**src/inc/bjcc_defs.svh**
```systemverilog
// Opcode, length, cycle and flag position constants for the executor.
// Assumes a single core clock; included by bare name by the design files.
// What this block does
// - Bit-test-jump-if-set tests the chosen source bit and adds the offset to the PC when it is 1, with no flag change.
// - Opcode 37 is a 3-byte, 10-cycle jump whose second byte is source register, bit index and a low bit of 1.
// - Single-bit XOR folds one selected bit with bit zero of the other operand into the destination, changing nothing else.
// - Opcode 27 is a 3-byte, 6-cycle XOR; low bit 0 targets working register bit zero, 1 targets a register bit.
// - After the XOR, zero follows the result, sign clears, overflow is undefined and the other flags hold.
// - A call pushes the return address low byte then high byte, decrementing the stack pointer before each.
// - A call then loads the PC; F6 is 3 bytes/14 cycles, F4 2 bytes/12 cycles and D4 2 bytes/14 cycles.
// - The memory-indirect call reads its target high byte first from two program bytes at the 8-bit address.
// - Opcode EF is a 1-byte, 4-cycle carry inversion that touches no other flag.
// - Opcodes B0 and B1 write zero to the destination, 2 bytes and 4 cycles, with no flag change.
// - Indirect clear zeroes the register named by the operand register and leaves the pointer alone.
// - Opcodes 60 and 61 invert every destination bit, 2 bytes and 4 cycles.
// - After the complement, zero follows the result, sign is bit 7, overflow clears, the rest hold.
// - Opcode 37 with low bit 0 jumps when the tested bit is 0 instead.
`ifndef BJCC_DEFS_SVH
`define BJCC_DEFS_SVH

`define BJCC_OPC_BIT_JUMP 8'h37
`define BJCC_OPC_BIT_XOR 8'h27
`define BJCC_OPC_CALL_DIRECT 8'hF6
`define BJCC_OPC_CALL_PAIR 8'hF4
`define BJCC_OPC_CALL_MEM 8'hD4
`define BJCC_OPC_CARRY_INV 8'hEF
`define BJCC_OPC_ZERO_REG 8'hB0
`define BJCC_OPC_ZERO_IND 8'hB1
`define BJCC_OPC_COMPL_REG 8'h60
`define BJCC_OPC_COMPL_IND 8'h61

`define BJCC_LEN_ONE 3'h1
`define BJCC_LEN_TWO 3'h2
`define BJCC_LEN_THREE 3'h3

`define BJCC_CYC_BIT_JUMP 4'hA
`define BJCC_CYC_BIT_XOR 4'h6
`define BJCC_CYC_CALL_DIRECT 4'hE
`define BJCC_CYC_CALL_PAIR 4'hC
`define BJCC_CYC_CALL_MEM 4'hE
`define BJCC_CYC_SHORT 4'h4

`define BJCC_FLAG_C 7
`define BJCC_FLAG_Z 6
`define BJCC_FLAG_S 5
`define BJCC_FLAG_V 4

`define BJCC_RESET_BYTE 8'h00
`define BJCC_RESET_WORD 16'h0000

`endif

```
**src/inc/bjcc_pkg.sv**
```systemverilog
// Types shared by the executor files.
// Assumes nothing beyond a SystemVerilog compiler.
package bjcc_pkg;
    typedef enum logic [6:0] {
        ST_IDLE = 7'b0000001,
        ST_FETCH_A = 7'b0000010,
        ST_FETCH_B = 7'b0000100,
        ST_FETCH_C = 7'b0001000,
        ST_PUSH_LO = 7'b0010000,
        ST_PUSH_HI = 7'b0100000,
        ST_FINISH = 7'b1000000
    } bjcc_state_e;
endpackage

```
**src/hw/bjcc_cycle_timer.sv**
```systemverilog
// Down counter that marks when an instruction's cycle budget is spent.
// Assumes the loading module pulses load in the instruction's first cycle.
module bjcc_cycle_timer (
    input wire logic clock,            // Core clock
    input wire logic rst_n,            // Synchronous reset
    input wire logic load,             // Start of instruction
    input wire logic [3:0] count_init, // Total cycles of the instruction less one
    output logic expired               // Budget used up
);
    logic [3:0] count;

    // Count down to zero after each load
    always_ff @(posedge clock) begin
        if (!rst_n) begin
            count <= 4'h0;
        end else if (load) begin
            count <= count_init;
        end else if (count != 4'h0) begin
            count <= count - 4'h1;
        end
    end

    assign expired = (count == 4'h0);
endmodule // bjcc_cycle_timer

```
**src/hw/bjcc_exec.sv**
```systemverilog
// Executor for bit jump, bit XOR, call, carry invert, clear, complement.
// Assumes register file and program memory return read data one cycle
// after the read strobe, and stack writes complete in their cycle.
`include "bjcc_defs.svh"

module bjcc_exec (
    input wire logic clock,             // Core clock, 25 MHz
    input wire logic rst_n,             // Synchronous reset
    input wire logic start,             // Fetch unit hands an instruction
    input wire logic [7:0] opcode,      // First instruction byte
    input wire logic [7:0] operand1,    // Second byte
    input wire logic [7:0] operand2,    // Third byte
    input wire logic [15:0] instr_pc,   // Address of the opcode byte
    input wire logic [7:0] reg_pointer, // Working register bank base
    input wire logic [15:0] sp_in,      // Current stack pointer
    input wire logic [7:0] flags_in,    // Current flag register
    output logic busy,                  // Instruction in progress
    output logic done,                  // Last cycle of instruction
    output logic unsupported,           // Opcode not handled here
    output logic [7:0] reg_addr,        // Register file address
    output logic reg_rd,                // Register read strobe
    input wire logic [7:0] reg_rdata,   // Read data, one cycle later
    output logic reg_wr,                // Register write strobe
    output logic [7:0] reg_wdata,       // Register write data
    output logic [15:0] pmem_addr,      // Program memory address
    output logic pmem_rd,               // Program memory read strobe
    input wire logic [7:0] pmem_rdata,  // Program data, one cycle later
    output logic [15:0] stk_addr,       // Stack memory address
    output logic stk_wr,                // Stack write strobe
    output logic [7:0] stk_wdata,       // Stack write data
    output logic sp_load,               // Take sp_out
    output logic [15:0] sp_out,         // New stack pointer
    output logic flags_wr,              // Take flags_out
    output logic [7:0] flags_out,       // New flag register
    output logic pc_load,               // Take pc_out
    output logic [15:0] pc_out          // Next program counter
);
    bjcc_pkg::bjcc_state_e state;
    logic [7:0] opc, op1, op2, rp, val_a, val_b, flag_base;
    logic [15:0] pc_base, sp_base, ret_pc, rel_pc, call_target;
    logic expired, is_jump, is_xor, is_call, is_mem_call, is_ccf;
    logic is_zero, is_compl, is_ind, needs_b, writes;
    logic jump_bit, xor_bit, start_ok;
    logic [7:0] xor_dst, result;
    logic [2:0] bit_sel;

    // Working register number to register file address
    function automatic logic [7:0] work_reg(input logic [7:0] base,
                                            input logic [3:0] n);
        work_reg = {base[7:4], n};
    endfunction

    // Instruction length in bytes
    function automatic logic [2:0] instr_len(input logic [7:0] o);
        case (o)
            `BJCC_OPC_BIT_JUMP, `BJCC_OPC_BIT_XOR,
            `BJCC_OPC_CALL_DIRECT: instr_len = `BJCC_LEN_THREE;
            `BJCC_OPC_CARRY_INV: instr_len = `BJCC_LEN_ONE;
            default: instr_len = `BJCC_LEN_TWO;
        endcase
    endfunction

    // Cycle budget per opcode
    function automatic logic [3:0] op_cycles(input logic [7:0] o);
        case (o)
            `BJCC_OPC_BIT_JUMP: op_cycles = `BJCC_CYC_BIT_JUMP;
            `BJCC_OPC_BIT_XOR: op_cycles = `BJCC_CYC_BIT_XOR;
            `BJCC_OPC_CALL_DIRECT: op_cycles = `BJCC_CYC_CALL_DIRECT;
            `BJCC_OPC_CALL_PAIR: op_cycles = `BJCC_CYC_CALL_PAIR;
            `BJCC_OPC_CALL_MEM: op_cycles = `BJCC_CYC_CALL_MEM;
            default: op_cycles = `BJCC_CYC_SHORT;
        endcase
    endfunction

    // Opcodes this block executes
    function automatic logic known_op(input logic [7:0] o);
        case (o)
            `BJCC_OPC_BIT_JUMP, `BJCC_OPC_BIT_XOR, `BJCC_OPC_CALL_DIRECT,
            `BJCC_OPC_CALL_PAIR, `BJCC_OPC_CALL_MEM, `BJCC_OPC_CARRY_INV,
            `BJCC_OPC_ZERO_REG, `BJCC_OPC_ZERO_IND, `BJCC_OPC_COMPL_REG,
            `BJCC_OPC_COMPL_IND: known_op = 1'b1;
            default: known_op = 1'b0;
        endcase
    endfunction

    // Opcodes that need no operand read before finishing or pushing
    function automatic logic skips_fetch(input logic [7:0] o);
        skips_fetch = (o == `BJCC_OPC_CALL_DIRECT) ||
                      (o == `BJCC_OPC_CARRY_INV) ||
                      (o == `BJCC_OPC_ZERO_REG);
    endfunction

    // Decode of the latched opcode
    assign is_jump = (opc == `BJCC_OPC_BIT_JUMP);
    assign is_xor = (opc == `BJCC_OPC_BIT_XOR);
    assign is_mem_call = (opc == `BJCC_OPC_CALL_MEM);
    assign is_call = (opc == `BJCC_OPC_CALL_DIRECT) ||
                     (opc == `BJCC_OPC_CALL_PAIR) || is_mem_call;
    assign is_ccf = (opc == `BJCC_OPC_CARRY_INV);
    assign is_zero = (opc == `BJCC_OPC_ZERO_REG) ||
                     (opc == `BJCC_OPC_ZERO_IND);
    assign is_compl = (opc == `BJCC_OPC_COMPL_REG) ||
                      (opc == `BJCC_OPC_COMPL_IND);
    assign is_ind = (opc == `BJCC_OPC_ZERO_IND) ||
                    (opc == `BJCC_OPC_COMPL_IND);
    assign needs_b = is_xor || is_call ||
                     (opc == `BJCC_OPC_COMPL_IND);
    assign writes = is_xor || is_zero || is_compl;
    assign start_ok = start && !busy && known_op(opcode);
    assign bit_sel = op1[3:1];

    // Return address and relative target past the full instruction
    assign ret_pc = pc_base + {13'h0000, instr_len(opc)};
    assign rel_pc = ret_pc + {{8{op2[7]}}, op2};

    // Jump condition: low bit of byte two picks set or clear
    assign jump_bit = val_a[bit_sel];

    // Call target per addressing form, high byte first
    assign call_target = (opc == `BJCC_OPC_CALL_DIRECT) ? {op1, op2}
                       : {val_a, val_b};

    // Bit XOR: val_a is working register, val_b the full register
    always_comb begin
        if (!op1[0]) begin
            xor_bit = val_a[0] ^ val_b[bit_sel];
            xor_dst = {val_a[7:1], xor_bit};
        end else begin
            xor_bit = val_b[bit_sel] ^ val_a[0];
            xor_dst = val_b;
            xor_dst[bit_sel] = xor_bit;
        end
    end

    // Value written back to the destination
    always_comb begin
        if (is_xor) begin
            result = xor_dst;
        end else if (is_compl) begin
            result = is_ind ? ~val_b : ~val_a;
        end else begin
            result = `BJCC_RESET_BYTE;
        end
    end

    // Sequencer
    always_ff @(posedge clock) begin
        if (!rst_n) begin
            state <= bjcc_pkg::ST_IDLE;
        end else begin
            case (state)
                bjcc_pkg::ST_IDLE: begin
                    if (start_ok) begin
                        if (opcode == `BJCC_OPC_CALL_DIRECT) begin
                            state <= bjcc_pkg::ST_PUSH_LO;
                        end else if (skips_fetch(opcode)) begin
                            state <= bjcc_pkg::ST_FINISH;
                        end else begin
                            state <= bjcc_pkg::ST_FETCH_A;
                        end
                    end
                end
                bjcc_pkg::ST_FETCH_A: state <= bjcc_pkg::ST_FETCH_B;
                bjcc_pkg::ST_FETCH_B: begin
                    if (needs_b) begin
                        state <= bjcc_pkg::ST_FETCH_C;
                    end else begin
                        state <= bjcc_pkg::ST_FINISH;
                    end
                end
                bjcc_pkg::ST_FETCH_C: begin
                    state <= is_call ? bjcc_pkg::ST_PUSH_LO
                                     : bjcc_pkg::ST_FINISH;
                end
                bjcc_pkg::ST_PUSH_LO: state <= bjcc_pkg::ST_PUSH_HI;
                bjcc_pkg::ST_PUSH_HI: state <= bjcc_pkg::ST_FINISH;
                bjcc_pkg::ST_FINISH: begin
                    if (expired) begin
                        state <= bjcc_pkg::ST_IDLE;
                    end
                end
                default: state <= bjcc_pkg::ST_IDLE;
            endcase
        end
    end

    // Instruction bytes and machine context taken at start
    always_ff @(posedge clock) begin
        if (!rst_n) begin
            opc <= `BJCC_RESET_BYTE;
            op1 <= `BJCC_RESET_BYTE;
            op2 <= `BJCC_RESET_BYTE;
            rp <= `BJCC_RESET_BYTE;
            flag_base <= `BJCC_RESET_BYTE;
            pc_base <= `BJCC_RESET_WORD;
            sp_base <= `BJCC_RESET_WORD;
        end else if (start_ok) begin
            opc <= opcode;
            op1 <= operand1;
            op2 <= operand2;
            rp <= reg_pointer;
            flag_base <= flags_in;
            pc_base <= instr_pc;
            sp_base <= sp_in;
        end
    end

    // Operand capture one cycle after each read strobe
    always_ff @(posedge clock) begin
        if (!rst_n) begin
            val_a <= `BJCC_RESET_BYTE;
            val_b <= `BJCC_RESET_BYTE;
        end else if (state == bjcc_pkg::ST_FETCH_B) begin
            val_a <= is_mem_call ? pmem_rdata : reg_rdata;
        end else if (state == bjcc_pkg::ST_FETCH_C) begin
            val_b <= is_mem_call ? pmem_rdata : reg_rdata;
        end
    end

    // Unsupported opcode flag, one cycle
    always_ff @(posedge clock) begin
        if (!rst_n) begin
            unsupported <= 1'b0;
        end else begin
            unsupported <= start && !busy && !known_op(opcode);
        end
    end

    bjcc_cycle_timer u_timer (
        .clock(clock),
        .rst_n(rst_n),
        .load(start_ok),
        .count_init(op_cycles(opcode) - 4'h1), // Load edge is cycle one
        .expired(expired)
    );

    assign busy = (state != bjcc_pkg::ST_IDLE);
    assign done = (state == bjcc_pkg::ST_FINISH) && expired;

    // Register and program memory read ports
    always_comb begin
        reg_rd = 1'b0;
        pmem_rd = 1'b0;
        reg_addr = op1;
        pmem_addr = {8'h00, op1};
        case (state)
            bjcc_pkg::ST_FETCH_A: begin
                pmem_rd = is_mem_call;
                reg_rd = !is_mem_call;
                if (is_jump || is_xor) begin
                    reg_addr = work_reg(rp, op1[7:4]);
                end
            end
            bjcc_pkg::ST_FETCH_B: begin
                pmem_rd = needs_b && is_mem_call;
                reg_rd = needs_b && !is_mem_call;
                pmem_addr = {8'h00, op1 + 8'h01};
                if (is_xor) begin
                    reg_addr = op2;
                end else if (is_call) begin
                    reg_addr = op1 + 8'h01;
                end else begin
                    reg_addr = reg_rdata;
                end
            end
            bjcc_pkg::ST_FINISH: begin
                if (is_xor) begin
                    reg_addr = op1[0] ? op2 : work_reg(rp, op1[7:4]);
                end else if (is_ind) begin
                    reg_addr = val_a;
                end
            end
            default: begin
                reg_addr = op1;
            end
        endcase
    end

    // Destination write on the last cycle
    assign reg_wr = done && writes;
    assign reg_wdata = result;

    // Return address push, low byte first
    assign stk_wr = (state == bjcc_pkg::ST_PUSH_LO) ||
                    (state == bjcc_pkg::ST_PUSH_HI);
    assign stk_addr = (state == bjcc_pkg::ST_PUSH_HI)
                    ? sp_base - 16'h0002 : sp_base - 16'h0001;
    assign stk_wdata = (state == bjcc_pkg::ST_PUSH_HI)
                     ? ret_pc[15:8] : ret_pc[7:0];
    assign sp_load = done && is_call;
    assign sp_out = sp_base - 16'h0002;

    // Flag updates
    always_comb begin
        flags_out = flag_base;
        if (is_ccf) begin
            flags_out[`BJCC_FLAG_C] = ~flag_base[`BJCC_FLAG_C];
        end else if (is_xor) begin
            flags_out[`BJCC_FLAG_Z] = ~xor_bit;
            flags_out[`BJCC_FLAG_S] = 1'b0;
        end else if (is_compl) begin
            flags_out[`BJCC_FLAG_Z] = (result == 8'h00);
            flags_out[`BJCC_FLAG_S] = result[7];
            flags_out[`BJCC_FLAG_V] = 1'b0;
        end
    end
    assign flags_wr = done && (is_ccf || is_xor || is_compl);

    // Next program counter
    assign pc_load = done;
    always_comb begin
        if (is_jump && (jump_bit == op1[0])) begin
            pc_out = rel_pc;
        end else if (is_call) begin
            pc_out = call_target;
        end else begin
            pc_out = ret_pc;
        end
    end
endmodule // bjcc_exec

```
**config.mk**
```make
export PLATFORM = sky130hd
export DESIGN_NAME = bjcc_exec
export DESIGN_NICKNAME = d
export VERILOG_FILES = /design/src/inc/bjcc_pkg.sv /design/src/hw/bjcc_cycle_timer.sv /design/src/hw/bjcc_exec.sv
export VERILOG_INCLUDE_DIRS = /design/src /design/src/inc
export SDC_FILE = /design/constraint.sdc
export NUM_CORES = 1
export LEC_CHECK = 0
export CORE_ASPECT_RATIO = 2
export CORE_UTILIZATION = 55
export CTS_CLUSTER_SIZE = 12
export DETAILED_ROUTE_END_ITERATION = 10
export DONT_BUFFER_PORTS = 1
export PLACE_DENSITY = 0.71
export SLEW_MARGIN = 20
export SYNTH_ARGS = -nofsm -noshare
export SYNTH_HDL_FRONTEND = slang
export SYNTH_HIERARCHICAL = 1
export SYNTH_SLANG_ARGS = --single-unit
```
**constraint.sdc**
```tcl
create_clock -name clock -period 12.58 [get_ports clock]
set_input_delay 0.629 -clock clock [delete_from_list [all_inputs] [get_ports clock]]
set_output_delay 0.629 -clock clock [all_outputs]
set_load 0.05 [all_outputs]
```
==> results.py, run 1 <==
metrics = {
    "outcome": {
        "status": "finished clean",
    },
    "setup_path": {
        "cp_slowest_cell": "o21ai_1",
        "slowest_delay_ns": 0.87,
        "worstPathArrival_ns": 6.37,
        "cp-end-kind": "primary output",
        "crit_chain": "nor4bb_1, nand4_1, nand3_1, ha_1, inv_1, fa_1, nor2_1, xnor2_1, inv_1, ha_1, a211oi_1, nand2_1, nor4_1, nor3_1, o22ai_1, xnor2_1, o21ai_1",
        "path_depth": 17,
        "path_delay_family": "simple AND/OR/NAND/NOR gates",
        "cp-start-kind": "register",
        "crit_buf_inv": 2,
        "worstSetupPathType": "register to primary output",
        "required_ns": 11.95,
        "cp_max_fo": 17,
        "reg2reg_depth": 7,
    },
    "layout": {
        "final_cell_mix": "96 x dfxtp_1, 92 x mux2i_1, 80 x nand2_1",
        "insertedDiodeCount": 0,
        "syn_to_final_growth_pct": 3.52,
        "drive_gt1_share_pct": 5.81,
        "nNetsFinal": 1043,
        "regArea_mm2": 0.00192,
        "fill_cells": 1265,
        "final_common_cell": "dfxtp_1",
        "multi_input_comb_area_mm2": 0.00535,
    },
    "synthesis": {
        "synth_xor_area_share_pct": 9.04,
        "synthMuxAreaShare_pct": 14.0,
        "avgSynthCellArea_um2": 7.98,
        "async_reset_ff_share_pct": 0,
        "ys_seq_area_share_pct": 24.8,
        "synth_ff_type": "dfxtp_1",
        "synth-simple-area-share_pct": 24.2,
        "synth_cell_types": 73,
        "synth_top_family_by_area": "simple AND/OR/NAND/NOR gates",
        "synth_edf_count": 0,
        "synth-compound-area-share_pct": 16.4,
        "yosysWarnings": 6,
        "synth_fa_ha_area_share_pct": 4.72,
        "netlist_instances": 971,
        "synthesis.area_mm2": 0.00775,
        "ys_seq_elements": 96,
    },
    "timing": {
        "worstMarginPinSlew_ns": 1.19,
        "slew_headroom_pct": 20.6,
        "setup_tns_ns": 0,
        "layout_setup_ws_ns": 5.58,
        "finalHoldViolations": 0,
        "setup_viol": 0,
        "rsz0062_at_grt": "no",
        "period_share_pct": 55.6,
        "fin_crit_ns": 7.00,
        "fmax_mhz": 143,
        "slew_viol_final": 0,
        "finClkSkew_ns": 0.00618,
    },
    "place": {
        "gp_congestion": 1.01,
        "dp_hpwl_mm": 17.6,
        "numPortBuffers": 0,
        "pre_cts_slack_ns": 5.98,
    },
    "detailed_routing": {
        "vias": 6989,
        "first_pass_iters": 5,
        "vias_per_cell": 6.25,
        "drtIter0Drc": 279,
        "drc": 0,
        "finalWirelength_mm": 23.1,
        "ant_nets": 0,
        "wl_per_cell_um": 20.6,
    },
    "cts": {
        "clock-root-buffer": "clkbuf_16",
        "clk_latency_ns": 0.35,
        "clkTransAtPathRegs_ns": 0.07,
        "numClockSinks": 96,
        "post_cts_resized": 0,
        "ctsHoldBuffers": 0,
        "h-tree-depth": 3,
        "clockBufferDepth": 2,
        "post_cts_buffers": 0,
        "tritoncts": "done",
        "cts_made_buffers": 9,
    },
    "floorplan": {
        "num_rows": 61,
        "die_h_um": 170,
        "dieArea_mm2": 0.0146,
        "die_x_um": 85.9,
        "coreArea_mm2": 0.0138,
        "initial_utilization_pct": 56.1,
        "ioPinCount": 197,
    },
    "power": {
        "p_per_area_mw_per_mm2": 88.5,
        "ir_worst_vdd_uv": 73.3,
        "power.leakage_nw": 3.28,
    },
    "global_route": {
        "met2_usage_pct": 57.6,
        "use_met1_pct": 31.3,
        "antenna_found_initial": 0,
        "grt_pass1_wl_mm": 35.5,
        "grt.busiest_layer": "met2",
        "grt.total_usage_pct": 31.6,
        "grt_overflow": 0,
        "grt_pass1_vias": 6628,
        "grt_start_max_net_pins": 94,
        "gr-usage-met3_pct": 6.21,
    },
    "worst_hold_path": {
        "hp-class": "input pin to register",
        "hold_depth": 1,
    },
    "job": {
        "drv_cap": 0,
    },
}
through the flow:
step	hold WS [ns]	instance area [um^2]	cells	utilization (%)	power (W)
2_1_floorplan	0.474	7770	978	-	0.000438
3_3_place_gp	0.487	7730	1102	55.9	0.000444
3_5_place_dp	0.504	7730	1102	55.9	0.000447
4_1_cts	0.402	8010	1118	58.0	0.000715
5_1_grt	0.416	8020	1118	58.1	0.000733
6_report	0.405	8020	1118	58.1	0.000710
synthesized netlist by cell type, types with 6 or more instances:
master	number	area share (%)
ha_1	26	4.2
inv_1	34	1.6
and3_1	11	0.89
clkbuf_1	51	2.5
a21oi_1	50	3.2
xnor2_1	47	5.3
xor2_1	33	3.7
dfxtp_1	96	25
o22ai_1	16	1.3
o21ai_0	43	2.8
mux2i_1	93	12
buf_4	16	1.6
a221oi_1	7	0.79
nand3_1	31	2.0
nand2b_1	10	0.81
nor3_1	21	1.4
nor2b_1	76	6.1
nand4_1	8	0.65
o211ai_1	13	1.3
nor2_1	63	3.1
nand2_1	80	3.9
o211a_1	17	2.2
and2_1	6	0.48
a31oi_1	6	0.48
mux2_2	14	2.0
nor4_1	6	0.48
sequential cells by signal (all words and copies together), names as in the netlist, 8 cells and up:
| signal | cells |
|---|---|
| pc_base | 16 |
| sp_base | 16 |
| flag_base | 8 |
| op1 | 8 |
| op2 | 8 |
| opc | 8 |
| val_a | 8 |
| val_b | 8 |
layer usage:
metal	wire length, um	share of wire, %
met4	1630	7.1
met5	0	0
met2	12000	52
met3	1510	6.5
met1	7870	34
power breakdown:
| part | internal [W] | switching [W] | total (W) |
|---|---|---|---|
| clock | 0.000153 | 0.000116 | 0.000269 |
| combinational | 0.0000403 | 0.0000773 | 0.000118 |
| sequential | 0.000312 | 0.0000108 | 0.000323 |
cell families (layout without fill, tap and decap cells):
| group | count (synthesis) | after routing |
|---|---|---|
| multiplexers | 107 | 107 |
| other | 2 | 9 |
| flip-flops | 96 | 96 |
| AO/OA/AOI/OAI | 192 | 192 |
| buffers and inverters | 113 | 64 |
| AND/OR/NAND/NOR | 353 | 353 |
| adder cells (fa/ha/maj) | 28 | 28 |
| XOR/XNOR | 80 | 80 |
path summary, 6_finish.rpt:
kind                         startpoint  slack (ns)                             to
setup / recovery    opc[4]$_SDFFE_PN0P_        5.58                     pc_out[15]
hold / removal                    rst_n        0.40      flag_base[0]$_SDFFE_PN0P_
setup reg to reg  state[2]$_SDFFE_PN0P_        9.38  u_timer/count[0]$_SDFFE_PN0P_
hold reg to reg   state[4]$_SDFFE_PN0P_        0.51          state[5]$_SDFFE_PN0P_
area by class of cell:
type / instances / area share [%]
multi-input combinational: 769 / 66.7
tap: 189 / 2.95
sequential: 96 / 24.0
inverter: 34 / 1.59
clock buffer: 12 / 2.95
timing repair buffer: 14 / 1.31
clock inverter: 4 / 0.562
Note: power is estimated with default switching activity, not from simulation.
==> run 2, diff against run 1 <==
==> constraint.sdc (replaced) <==
create_clock -name clock -period 6.99 [get_ports clock]
set_input_delay 0.3495 -clock clock [delete_from_list [all_inputs] [get_ports clock]]
set_output_delay 0.3495 -clock clock [all_outputs]
set_load 0.05 [all_outputs]
==> results.py, run 2 (synthesized netlist as in run 1, its figures left out) <==
metrics = {
    "outcome": {
        "status": "finished clean",
    },
    "cts": {
        "post_cts_resized": 0,
        "ctsHoldBuffers": 0,
        "post_cts_buffers": 0,
        "numClockSinks": 96,
        "clkTransAtPathRegs_ns": 0.07,
        "clk_latency_ns": 0.36,
        "clockBufferDepth": 2,
        "h-tree-depth": 3,
        "clock-root-buffer": "clkbuf_16",
        "cts_made_buffers": 9,
        "tritoncts": "done",
    },
    "layout": {
        "syn_to_final_growth_pct": 5.13,
        "drive_gt1_share_pct": 6.95,
        "regArea_mm2": 0.00192,
        "multi_input_comb_area_mm2": 0.00536,
        "design_area_mm2": 0.00815,
        "final_cell_mix": "96 x dfxtp_1, 92 x mux2i_1, 80 x nand2_1",
        "insertedDiodeCount": 0,
        "largestRegisters": "pc_base (16), sp_base (16)",
        "final_common_cell": "dfxtp_1",
        "nNetsFinal": 1050,
        "fill_cells": 1312,
    },
    "detailed_routing": {
        "vias": 7070,
        "first_pass_iters": 6,
        "drc": 0,
        "vias_per_cell": 6.29,
        "wl_per_cell_um": 20.8,
        "finalWirelength_mm": 23.3,
        "drtIter0Drc": 368,
        "ant_nets": 0,
    },
    "timing": {
        "worstMarginPinSlew_ns": 1.16,
        "finClkSkew_ns": 0.00789,
        "rsz0062_at_grt": "no",
        "period_share_pct": 82.9,
        "setup_viol": 0,
        "setup_tns_ns": 0,
        "slew_headroom_pct": 22.0,
        "fmax_mhz": 173,
        "fin_crit_ns": 5.79,
        "slew_viol_final": 0,
        "finalHoldViolations": 0,
    },
    "power": {
        "power.leakage_nw": 3.35,
        "ir_worst_vdd_uv": 124,
        "p_per_area_mw_per_mm2": 168,
        "p_total_w": 0.00137,
    },
    "place": {
        "gp_congestion": 0.960,
        "dpl_cell_area_mm2": 0.00778,
        "dp_hpwl_mm": 17.8,
        "numPortBuffers": 0,
    },
    "global_route": {
        "use_met1_pct": 31.3,
        "grt_pass1_wl_mm": 35.9,
        "grt.total_usage_pct": 32.1,
        "antenna_found_initial": 0,
        "grt.busiest_layer": "met2",
        "gr-usage-met3_pct": 6.64,
        "grt_start_max_net_pins": 94,
        "grt_overflow": 0,
        "grt_pass1_vias": 6836,
        "met2_usage_pct": 58.4,
    },
    "setup_path": {
        "reg2reg_depth": 8,
        "required_ns": 6.64,
        "r2r_slack_ns": 3.92,
        "crit_chain": "nor4bb_1, nand4_1, buf_4, nand3_1, ha_1, inv_1, fa_1, nor2_1, xnor2_1, inv_1, ha_1, nand3_1, nor2_1, nor3_1, o21bai_1, a21oi_1, xor2_1, o21ai_1",
        "worstSetupPathType": "register to primary output",
        "cp_slowest_cell": "o21ai_1",
        "slowest_delay_ns": 0.88,
        "reg2reg_from": "state[2]$_SDFFE_PN0P_",
        "regToRegEndpoint": "pc_base[2]$_SDFFE_PN0P_",
        "worstPathArrival_ns": 5.44,
        "cp_max_fo": 17,
        "cp-start-kind": "register",
        "cp-end-kind": "primary output",
    },
    "floorplan": {
        "num_rows": 61,
        "die_x_um": 85.9,
        "initial_utilization_pct": 56.1,
        "ioPinCount": 197,
        "coreArea_mm2": 0.0138,
        "dieArea_mm2": 0.0146,
        "die_h_um": 170,
    },
    "worst_hold_path": {
        "hold_depth": 1,
        "hp-class": "input pin to register",
        "min_to": "flag_base[0]$_SDFFE_PN0P_",
        "hp-start": "rst_n",
    },
    "job": {
        "drv_cap": 0,
    },
}
[run 2: cell types whose count changed in the layout (fill, tap and decap cells not counted), sizes merged]
cell / previous run / this run
inv: 34 / 35
bufinv: 1 / 3
buf: 14 / 21
clkinv: 3 / 1
clkbuf: 12 / 10
[run 2: metrics by stage]
step / hold WS, ns / util, % / setup WS [ns] / std cells
finish: 0.133 / 59.0 / 1.20 / 1124
global route: 0.130 / 59.0 / 0.944 / 1124
CTS: 0.117 / 58.8 / 1.24 / 1124
detailed placement: 0.489 / 56.4 / 1.62 / 1109
global placement: 0.484 / 56.3 / 1.70 / 1109
floorplan: 0.474 / - / 1.38 / 978
[run 2: worst max path at each step]
stage	from	to	slack, ns	cells after the start
floorplan	opc[4]$_SDFFE_PN0P_	pc_out[15]	1.38	17
global placement	opc[4]$_SDFFE_PN0P_	pc_out[7]	1.70	18
detailed placement	opc[4]$_SDFFE_PN0P_	pc_out[7]	1.62	18
CTS	opc[4]$_SDFFE_PN0P_	pc_out[7]	1.24	18
global route	opc[4]$_SDFFE_PN0P_	pc_out[7]	0.94	18
finish	opc[4]$_SDFFE_PN0P_	pc_out[7]	1.20	18
[run 2: worst max-delay path: cells and delay by family (launching register included)]
family / cells / cell delay (ns)
DFF: 1 / 0.48
buffers and inverters: 3 / 0.38
adders and majority gates: 3 / 0.97
xor gates and xnor gates: 2 / 0.30
and+or+nand+nor: 7 / 1.72
AOI/OAI and AO/OA: 3 / 1.23
[run 2: power breakdown]
part	total (W)	internal, W	switching [W]	leakage (nW)
sequential	0.000581	0.000561	0.0000195	0.775
clock	0.000580	0.000358	0.000222	0.169
combinational	0.000212	0.0000730	0.000138	2.41
total	0.00137	0.000992	0.000380	3.35
[run 2: area by class of cell]
type / instances / area share [%]
clock buffers: 10 / 2.93
clock inverters: 5 / 1.27
inverters: 34 / 1.57
multi-input cells: 769 / 65.8
flip-flops and latches: 96 / 23.6
well taps: 189 / 2.90
repair buffers: 21 / 1.94
[run 2: per-layer routing]
metal | up-vias | share of wire, % | routed length (um)
li1 | 3319 | - | -
met1 | 3312 | 34 | 7840
met2 | 346 | 52 | 12100
met3 | 93 | 7.3 | 1710
met4 | 0 | 7.3 | 1710
met5 | - | 0 | 0
